`config.mk`:
```
export PLATFORM = sky130hd
export DESIGN_NAME = add_and_bit_ops_exec
export DESIGN_NICKNAME = d
export VERILOG_FILES = /design/src/rtl/alu_exec_pkg.sv /design/src/rtl/alu_adder.sv /design/src/rtl/add_and_bit_ops_exec.sv
export VERILOG_INCLUDE_DIRS = /design/src /design/src/rtl
export SDC_FILE = /design/constraint.sdc
export NUM_CORES = 1
export LEC_CHECK = 0
export ABC_AREA = 1
export BUFFER_PORTS_ARGS = -buffer_cell sky130_fd_sc_hd__buf_4
export CORE_UTILIZATION = 35
export CTS_CLUSTER_SIZE = 24
export DETAILED_ROUTE_END_ITERATION = 8
export GPL_TIMING_DRIVEN = 0
export MAX_ROUTING_LAYER = met4
export PLACE_DENSITY = 0.72
export RECOVER_POWER = 25
export SYNTH_ARGS = -nofsm -noshare
export SYNTH_HDL_FRONTEND = slang
export SYNTH_SLANG_ARGS = --single-unit
```
`constraint.sdc`:
```
create_clock -name core_clk -period 8.5 [get_ports core_clk]
set_clock_uncertainty 0.15 [all_clocks]
set_input_delay 0.85 -clock core_clk [delete_from_list [all_inputs] [get_ports core_clk]]
set_output_delay 0.85 -clock core_clk [all_outputs]
set_load 0.01 [all_outputs]
```
`src/rtl/alu_exec_cfg.svh`:
```
// Constants for the add, AND and bit-operation execution datapath.
// Operation
// - Add immediate to accumulator, result to accumulator, update carry, digit carry, zero.
// - Add accumulator and addressed register, update carry, digit carry and zero.
// - Register operations write accumulator when destination bit 0, register when 1.
// - AND immediate with accumulator into accumulator, only zero flag changes.
// - AND accumulator with register, route by destination bit, only zero changes.
// - Bit clear forces selected bit zero in register, flags unchanged.
// - Bit set forces selected bit one in register, flags unchanged.
// - Skip-if-zero test discards next instruction when bit clear, taking two cycles.
// - Skip-if-one test discards next instruction when bit set; no flag changes.
// - A successful test spends a second cycle executed as no-operation.
// - Port registers modified from themselves use pin values as source operand.
`ifndef ALU_EXEC_CFG_SVH
`define ALU_EXEC_CFG_SVH
`define DATA_W 8
`define ADDR_W 7
`define ACC_RESET 8'h00
`define CARRY_BIT 8
`define DIGIT_BIT 4
`define DEST_ACC 1'b0
`define DEST_REG 1'b1
`endif

```
`src/rtl/alu_exec_pkg.sv`:
```
// Types shared by the execution datapath.
package alu_exec_pkg;
  typedef enum logic [3:0] {
    OP_NONE                   = 4'b0000,
    OP_ADD_IMMEDIATE_TO_ACC   = 4'b0001,
    OP_ADD_ACC_AND_REG        = 4'b0010,
    OP_AND_IMMEDIATE_WITH_ACC = 4'b0011,
    OP_AND_ACC_WITH_REG       = 4'b0100,
    OP_REG_BIT_CLEAR          = 4'b0101,
    OP_REG_BIT_SET            = 4'b0110,
    OP_TEST_BIT_SKIP_IF_ZERO  = 4'b0111,
    OP_TEST_BIT_SKIP_IF_ONE   = 4'b1000
  } op_t;

  typedef struct packed {
    logic       valid;
    op_t        op;
    logic [7:0] immediate;
    logic [6:0] regAddr;
    logic       dest;
    logic [2:0] bitSel;
  } instr_t;

  typedef struct packed {
    logic       carry;
    logic       digitCarry;
    logic       zero;
  } flags_t;

  typedef struct packed {
    logic       we;
    logic [6:0] addr;
    logic [7:0] data;
  } regWrite_t;
endpackage

```
`src/rtl/alu_adder.sv`:
```
// Eight-bit adder with carry out of bit 7 and bit 3.
`timescale 1ns/100ps
`default_nettype none
`include "alu_exec_cfg.svh"
module alu_adder (
  // Operands
  input  wire logic [7:0] opA,
  input  wire logic [7:0] opB,
  // Results
  output logic      [7:0] sum,
  output logic            carryOut,
  output logic            digitOut
);
  logic [8:0] full;
  logic [4:0] low;

  assign full     = {1'b0, opA} + {1'b0, opB};
  assign low      = {1'b0, opA[3:0]} + {1'b0, opB[3:0]};
  assign sum      = full[7:0];
  assign carryOut = full[`CARRY_BIT];
  assign digitOut = low[`DIGIT_BIT];
endmodule
`default_nettype wire

```
`src/rtl/add_and_bit_ops_exec.sv`:
```
// Execution datapath for add, AND, bit set/clear and bit test instructions.
`timescale 1ns/100ps
`default_nettype none
`include "alu_exec_cfg.svh"
module add_and_bit_ops_exec
  import alu_exec_pkg::*;
(
  // Clock and reset
  input  wire logic      core_clk,
  input  wire logic      rst,
  // Decoded instruction
  input  wire instr_t    instr,
  // Register file read data and port pin view
  input  wire logic [7:0] regRdData,
  input  wire logic [7:0] pinData,
  input  wire logic       regIsPort,
  // Flags in from status register
  input  wire flags_t    flagsIn,
  // Results
  output var regWrite_t  regWr,
  output var flags_t     flags,
  output logic [7:0]     acc,
  output logic           skipNext,
  output logic           nopCycle
);
  logic [7:0] acc_q, acc_d;
  flags_t     flags_q, flags_d;
  regWrite_t  regWr_q, regWr_d;
  logic       nop_q, nop_d;
  logic       skip_q, skip_d;
  logic [7:0] srcOp, addB, addSum, andRes, bitMask, resVal;
  logic       addC, addDc, isAdd, isAnd, toReg, testBit, exec;

  function automatic logic [7:0] bitDecode(input logic [2:0] sel);
    bitDecode = 8'h01 << sel;
  endfunction

  assign srcOp   = regIsPort ? pinData : regRdData;
  assign exec    = instr.valid && !nop_q;
  assign isAdd   = instr.op == OP_ADD_IMMEDIATE_TO_ACC || instr.op == OP_ADD_ACC_AND_REG;
  assign isAnd   = instr.op == OP_AND_IMMEDIATE_WITH_ACC || instr.op == OP_AND_ACC_WITH_REG;
  assign addB    = (instr.op == OP_ADD_IMMEDIATE_TO_ACC) ? instr.immediate : srcOp;
  assign andRes  = acc_q & ((instr.op == OP_AND_IMMEDIATE_WITH_ACC) ? instr.immediate : srcOp);
  assign resVal  = isAdd ? addSum : andRes;
  assign bitMask = bitDecode(instr.bitSel);
  assign testBit = |(srcOp & bitMask);
  assign toReg   = (instr.op == OP_ADD_ACC_AND_REG || instr.op == OP_AND_ACC_WITH_REG)
                   && instr.dest == `DEST_REG;

  alu_adder alu_adder_inst (
    .opA      (acc_q),
    .opB      (addB),
    .sum      (addSum),
    .carryOut (addC),
    .digitOut (addDc)
  );

  always_comb begin
    acc_d   = acc_q;
    flags_d = flagsIn;
    regWr_d = '0;
    skip_d  = 1'b0;
    nop_d   = 1'b0;
    if (exec) begin
      case (instr.op)
        OP_ADD_IMMEDIATE_TO_ACC, OP_ADD_ACC_AND_REG: begin
          flags_d.carry      = addC;
          flags_d.digitCarry = addDc;
          flags_d.zero       = resVal == 8'h00;
        end
        OP_AND_IMMEDIATE_WITH_ACC, OP_AND_ACC_WITH_REG: begin
          flags_d.zero = resVal == 8'h00;
        end
        OP_REG_BIT_CLEAR: begin
          regWr_d = '{we: 1'b1, addr: instr.regAddr, data: srcOp & ~bitMask};
        end
        OP_REG_BIT_SET: begin
          regWr_d = '{we: 1'b1, addr: instr.regAddr, data: srcOp | bitMask};
        end
        OP_TEST_BIT_SKIP_IF_ZERO: begin
          skip_d = !testBit;
        end
        OP_TEST_BIT_SKIP_IF_ONE: begin
          skip_d = testBit;
        end
        default: begin
          skip_d = 1'b0;
        end
      endcase
      if (isAdd || isAnd) begin
        if (toReg) begin
          regWr_d = '{we: 1'b1, addr: instr.regAddr, data: resVal};
        end else begin
          acc_d = resVal;
        end
      end
      nop_d = skip_d;
    end
  end

  // Flags are registered; operations that leave them untouched reload flagsIn unchanged, one cycle later.
  // Writeback lands one cycle after the operand read, so a back-to-back reader of the same register sees the old byte.
  always_ff @(posedge core_clk) begin
    if (rst) begin
      acc_q   <= `ACC_RESET;
      flags_q <= '0;
      regWr_q <= '0;
      nop_q   <= 1'b0;
      skip_q  <= 1'b0;
    end else begin
      acc_q   <= acc_d;
      flags_q <= flags_d;
      regWr_q <= regWr_d;
      nop_q   <= nop_d;
      skip_q  <= skip_d;
    end
  end

  assign acc      = acc_q;
  assign flags    = flags_q;
  assign regWr    = regWr_q;
  assign skipNext = skip_q;
  assign nopCycle = nop_q;
endmodule
`default_nettype wire

```
# --- Word-level counts from Yosys, hierarchy flattened ---
# Cells that the tools add are included.
totals:
  register_bits: 28
  elab_cells: 51
  out_inout_bits: 29
  input_bits: 46
op_classes:
  n_eq_ne: 8
  shifts: 1
  bitwise: 7
  reduce_logical: 14
  n_mux: 11
  add_sub_neg: 2
op_table:
  columns: ["cell", "count"]
  rows:
  - ["16-bit two-way mux", 2]
  - ["8-bit two-way mux", 4]
  - ["16-bit case mux with 2 select lines", 1]
  - ["8-bit bitwise AND", 3]
  - ["4-bit by 3-bit == test with 1-bit output (second input constant)", 4]
  - ["8-bit by 8-bit adder with 9-bit output", 1]
  - ["4-bit by 2-bit == test with 1-bit output (second input constant)", 2]
  - ["8-bit logical NOT", 1]
  - ["8-bit NOT", 1]
  - ["8-bit OR", 1]
  - ["8-bit OR reduction", 1]
  - ["1-bit by 3-bit << shifter with 8-bit output (first input constant)", 1]
  - ["4-bit by 4-bit adder with 5-bit output", 1]
  - ["4-bit by 1-bit == test with 1-bit output (second input constant)", 1]
  - ["4-bit == test (second input constant)", 1]
  - ["1-bit logical OR", 4]
  - ["2-bit OR reduction", 2]
  - ["4-bit OR reduction", 1]
  - ["3-bit two-way mux", 1]
  - ["3-bit AND reduction", 1]
  - ["1-bit logical AND", 2]
  - ["1-bit logical NOT", 2]
  - ["2-bit two-way mux", 1]
  - ["1-bit NOT", 2]
  - ["other kinds (2)", 2]

# --- Depth between registers and ports, before layout ---
logic_depth:
  word_depth: 7
  mapped_depth: 20
  mapped_depth_nobuf: 19

# --- Modules after synthesis ---
# From an unflattened synthesis, not the netlist that was laid out.
hier_totals:
  cells_unflattened: 368
  area_unflattened_um2: 2203.4
modules_own_cells:
  columns: ["module", "instances", "seq_area_each_um2", "cells_each", "area_each_um2"]
  rows:
  - ["add_and_bit_ops_exec", 1, 560.5, 307, 1838.0]
  - ["alu_adder", 1, 0.0, 61, 365.4]

# --- Least setup slack after synthesis ---
# OpenSTA, ideal clock, no wires.
synth_timing:
  path_kind: "input to register"
  start: "in instr[22] (netlist name)"
  end: "reg flags_q (netlist bit flags[0])"
  path_buffers: 1
  cell_stages: 20
  t_arrival_ps: 3059
  slack_ps: 5221
  t_required_ps: 8280
  setup_time_ps: 70
  cell_sequence: "nor2_4 nand3_1 inv_1 clkbuf_1 nand2_1 o21ai_0 ha_1 inv_1 fa_1 inv_1 nand2_1 nand2_1 nand3_1 nand2_1 nand2_1 nand3_1 nand2_1 nor2_1 nand3_1 a21oi_1"
synth_via:
  elab_chain_len: 7
  word_cells_on_any_way: 14
  classes_between: "1 x add/sub; 4 x eq/ne; 5 x mux; 1 x bitwise; 3 x reduce/logical"
synth_rtl:
  columns: ["element", "line_no", "rtl"]
  rows:
  - ["start: declaration", "add_and_bit_ops_exec.sv:12", "input wire instr_t instr,"]
  - ["4-bit by 1-bit == test with 1-bit output or 4-bit by 2-bit == test with 1-bit output (tied branches)", null, null]
  - ["8-bit two-way mux (on tied branches)", "add_and_bit_ops_exec.sv:42, add_and_bit_ops_exec.sv:43", null]
  - ["8-bit by 8-bit adder with 9-bit output or 8-bit bitwise AND (tied branches)", "alu_adder.sv:17, add_and_bit_ops_exec.sv:43", null]
  - ["8-bit two-way mux", "add_and_bit_ops_exec.sv:44", "assign resVal = isAdd ? addSum : andRes;"]
  - ["8-bit logical NOT", "add_and_bit_ops_exec.sv:69, add_and_bit_ops_exec.sv:72", null]
  - ["1-bit two-way mux *", null, null]
  - ["3-bit two-way mux *", "add_and_bit_ops_exec.sv:64", "if (exec) begin"]
  - ["end signal: assignment", "add_and_bit_ops_exec.sv:112", "flags_q <= flags_d;"]
  - ["end: declaration", "add_and_bit_ops_exec.sv:27", "flags_t flags_q, flags_d;"]
# Every way passes the cells marked *; elsewhere a longest branch is shown, timed or not.
# A chain may end at the register's enable or synchronous reset.

# --- Worst setup path in the final report ---
# Ends and elaborated chain as after synthesis.

==> summary.txt <==
Status
  – Run status: complete, no violations

Global routing
  – Via count of the first global-routing pass: 2100
  – Wire length of the first global-routing pass: 9140 um
  – Overall Global Routing Usage: 18.8%
  – Antenna violations before repair: 0
  – Leftover overflow at the end of global routing: 0
  – Maximum number of pins on one net before global-route repair: 17

Place
  – Port bufs: 74
  – DP Wirelength: 4780 um
  – Gpl congestion: 0.891
  – Count of placed standard cells including taps: 485

Setup path
  – Critical path arrival: 3.79 ns
  – Stage delay of the slowest cell on the critical path: 0.41 ns
  – R2r startpoint: acc[0]
  – FF-to-FF End: flags[0]
  – Setup slack, reg-to-reg: 6.26 ns
  – Critical path required time: 8.57 ns
  – CP cell instances: buf_4, nor2_4, nand3_1, inv_1, clkbuf_1, nand2_1, o21ai_0, ha_1, inv_1, fa_1, inv_1, nand2_1, nand2_1, nand3_1, nand2_1, nand2_1, nand3_1, nand2_1, nor2_1, nand3_1, a21oi_1
  – Critical-path top delay cell: sky130_fd_sc_hd__fa_1
  – Cell mode on critical path: sky130_fd_sc_hd__nand2_1
  – Maximum fanout along the worst path: 10
  – Worst setup EP type: flop
  – Nature of the critical path startpoint: input port
  – Critical path class: in2reg
  – Worst Reg2Reg Path Length in Cells: 14

Synth
  – Synth warnings: 0
  – Number of synthesized flops with an enable pin: 0
  – Fraction of synthesis flops using an asynchronous set or reset pin: 0%
  – Area fraction in compound gates after synthesis: 20.5%
  – Sequential element share of the synthesized area: 26.7%
  – Cell type with the highest aggregate area in the netlist: sky130_fd_sc_hd__dfxtp_1
  – Proportion of netlist area held by the largest area contributor: 26.7%
  – Multiplexer share of the synthesized area: 0%
  – Flip-flop and latch count after synthesis: 28
  – Xor/xnor cell area share of the yosys netlist: 0.416%
  – Most instantiated flip-flop cell in the synthesis netlist: sky130_fd_sc_hd__dfxtp_1
  – Share of synthesized cell area in full adder, half adder and majority cells: 5.71%
  – Main area contributors after synthesis: sky130_fd_sc_hd__dfxtp_1 (27%), sky130_fd_sc_hd__nand2_1 (14%), sky130_fd_sc_hd__inv_1 (9.6%), sky130_fd_sc_hd__o21ai_0 (7.1%), sky130_fd_sc_hd__a21oi_1 (6.7%)
  – Gate Count Post-Synth: 339
  – Synthesized-area fraction occupied by and/or/nand/nor cells: 34.1%
  – Combined area of all synthesized cells: 2100 um2
  – Synth unique cells: 33
  – Largest family of logic cells by synthesized area: simple AND/OR/NAND/NOR gates
  – Syn nets: 394
  – Mean cell area of the mapped netlist: 6.20 um2

STA
  – Setup repair after global routing missed its margin: no
  – Final Hold Fails: 0
  – Setup violation total in the final timing report: 0
  – Normalized max-slew margin: 56.4%
  – Setup tns final: 0 ns
  – Fin crit period: 3.72 ns
  – Pins Over Slew Limit: 0
  – Maximum clock frequency: 269 MHz
  – Final period utilization: 43.7%
  – Transition time at the pin with the least slew margin: 0.647 ns

Routing
  – Number of antenna-violating nets in the routed design: 0
  – Initial detailed-routing violation count: 135
  – Total DRC errors in the routed layout: 0
  – Count of vias placed by the detailed router: 2387
  – Final wirelength: 5840 um
  – Number of iterations in the first detailed-routing pass: 4
  – DR WL/cell: 11.9 um
  – Per-cell via count in the routed design: 4.88

Clock network
  – Clock buffer count from CTS: 3
  – Post-CTS setup repair buffer count: 0
  – Resized cells post-CTS: 0
  – Library cell used as clock root buffer: sky130_fd_sc_hd__clkbuf_8
  – CTS sink cnt: 28
  – Clock Tree Buf Depth: 2
  – Number of buffers inserted for hold repair after clock tree synthesis: 0
  – Clock slew at the register clock pins of the worst setup and hold paths: 0.11 ns
  – CTS tree: built
  – Maximum level of the CTS H-tree: 1
  – Latest clock arrival within the worst-skew pair: 0.29 ns

Die
  – Die Y-Extent: 79.5 um
  – Horiz. Die Dim: 79.5 um
  – Starting density of the core: 37.3%
  – # rows: 27
  – IO Pins: 75
  – Die area: 6320 um2
  – Area of the core: 5640 um2

Final layout
  – Number of antenna diodes: 0
  – Post-route insts no fill: 489
  – Relative area change from synthesis to final layout: 31.6%
  – Share of the core filled with cells in the final layout: 49.1%
  – Area occupied by multi-input gates: 1280 um2
  – Seq. cell area: 561 um2
  – Number of nets at the end of the flow: 473
  – Fill count: 591
  – Share of cells above drive strength 1: 22.1%

Power
  – Areal power density over the cells: 127 nW/um2
  – Peak supply drop: 0.0617 mV
  – Leakage component of the power: 1.44 nW

Job
  – Number of max-cap violations: 0

Worst hold path
  – Hold Crit Endpoint: acc[2]
  – Min-Delay Path Class: reg2reg
  – Startpoint of the tightest hold check path: acc[2]
  – Hold path depth: 2
==> placed cells by master, fill, tap and decap left out, types with 8 or more instances in the layout <==
| cell type | netlist | layout |
|---|---|---|
| sky130_fd_sc_hd__clkbuf_1 | 1 | 15 |
| sky130_fd_sc_hd__nand2_1 | 81 | 81 |
| sky130_fd_sc_hd__inv_1 | 54 | 54 |
| sky130_fd_sc_hd__nand3_1 | 28 | 28 |
| sky130_fd_sc_hd__a21oi_1 | 28 | 28 |
| sky130_fd_sc_hd__ha_1 | 8 | 8 |
| sky130_fd_sc_hd__nor2_1 | 27 | 27 |
| sky130_fd_sc_hd__o21ai_0 | 30 | 30 |
| sky130_fd_sc_hd__dfxtp_1 | 28 | 28 |
| sky130_fd_sc_hd__buf_4 | 2 | 62 |
==> metrics by stage <==
step / power, mW / hold WS [ns] / setup slack [ns] / instance area [um2]
6_report: 0.350 / 0.419 / 4.78 / 2770
5_1_grt: 0.370 / 0.461 / 4.43 / 2770
4_1_cts: 0.353 / 0.427 / 4.82 / 2820
3_5_place_dp: 0.244 / 0.408 / 4.54 / 2750
3_3_place_gp: 0.242 / 0.405 / 4.56 / 2750
2_1_floorplan: 0.203 / 0.411 / 5.22 / 2100
==> flip-flops by register name, summed over array words and instances, names as in the netlist <==
name	cells
skipNext	1
acc	8
flags	3
regWr	16
==> critical path, delay by kind of cell <==
kind,cells,cell delay [ns]
simple gates,12,1.29
buf+inv,5,0.80
fa+ha+maj,2,0.61
compound gates,2,0.23
==> synth_stat cells (2+ instances only) <==
cell type                  number
sky130_fd_sc_hd__nand2_2        4
sky130_fd_sc_hd__o211ai_1       4
sky130_fd_sc_hd__inv_2          7
sky130_fd_sc_hd__nor3b_1        3
sky130_fd_sc_hd__nand3b_1       5
sky130_fd_sc_hd__o22ai_1        3
sky130_fd_sc_hd__nand3_1       28
sky130_fd_sc_hd__nor3_1         3
sky130_fd_sc_hd__ha_1           8
sky130_fd_sc_hd__o21ai_0       30
sky130_fd_sc_hd__o21ai_1        4
sky130_fd_sc_hd__inv_1         54
sky130_fd_sc_hd__nand2_1       81
sky130_fd_sc_hd__nor2_2         2
sky130_fd_sc_hd__buf_4          2
sky130_fd_sc_hd__o21ai_2        2
sky130_fd_sc_hd__nor2_1        27
sky130_fd_sc_hd__a21oi_1       28
sky130_fd_sc_hd__nor2_4         2
sky130_fd_sc_hd__dfxtp_1       28
sky130_fd_sc_hd__or2_2          2
==> logic make-up after synthesis <==
family | count (synthesis)
simple gates | 159
compound gates | 76
buf+inv | 66
flops | 28
fa+ha+maj | 9
xor+xnor | 1
==> cell type report <==
cell class                 count  share of cell area (%)
multi-input combinational    245                    46.2
clock buffer                   3                    1.49
clock inverter                 1                    1.08
sequential                    28                    20.3
timing repair buffer          74                    18.2
buffer                         4                    1.08
tap                           72                    3.25
inverter                      62                    8.50
==> power breakdown <==
group / total (mW) / internal [mW] / switching (mW)
logic: 0.101 / 0.0433 / 0.0577
registers: 0.139 / 0.136 / 0.00325
clock network: 0.110 / 0.0632 / 0.0471
==> layer usage <==
metal | vias to the layer above | GRT usage, % | share of wire (%)
met4 | 0 | 4.00 | 0.75
li1 | 1252 | - | -
met5 | - | - | 0
met2 | 90 | 30.9 | 45
met3 | 4 | 2.86 | 7.5
met1 | 1041 | 24.3 | 47
==> worst max path at each step <==
stage	startpoint	end	slack, ns	depth (start not counted)
2_1_floorplan	instr[22]	flags[0]	5.22	20
3_3_place_gp	instr[22]	flags[0]	4.56	21
3_5_place_dp	instr[22]	flags[0]	4.54	21
4_1_cts	instr[22]	flags[0]	4.82	19
5_1_grt	instr[22]	flags[0]	4.43	21
6_report	instr[22]	flags[0]	4.78	21
Power figures use the tool's default switching activity.
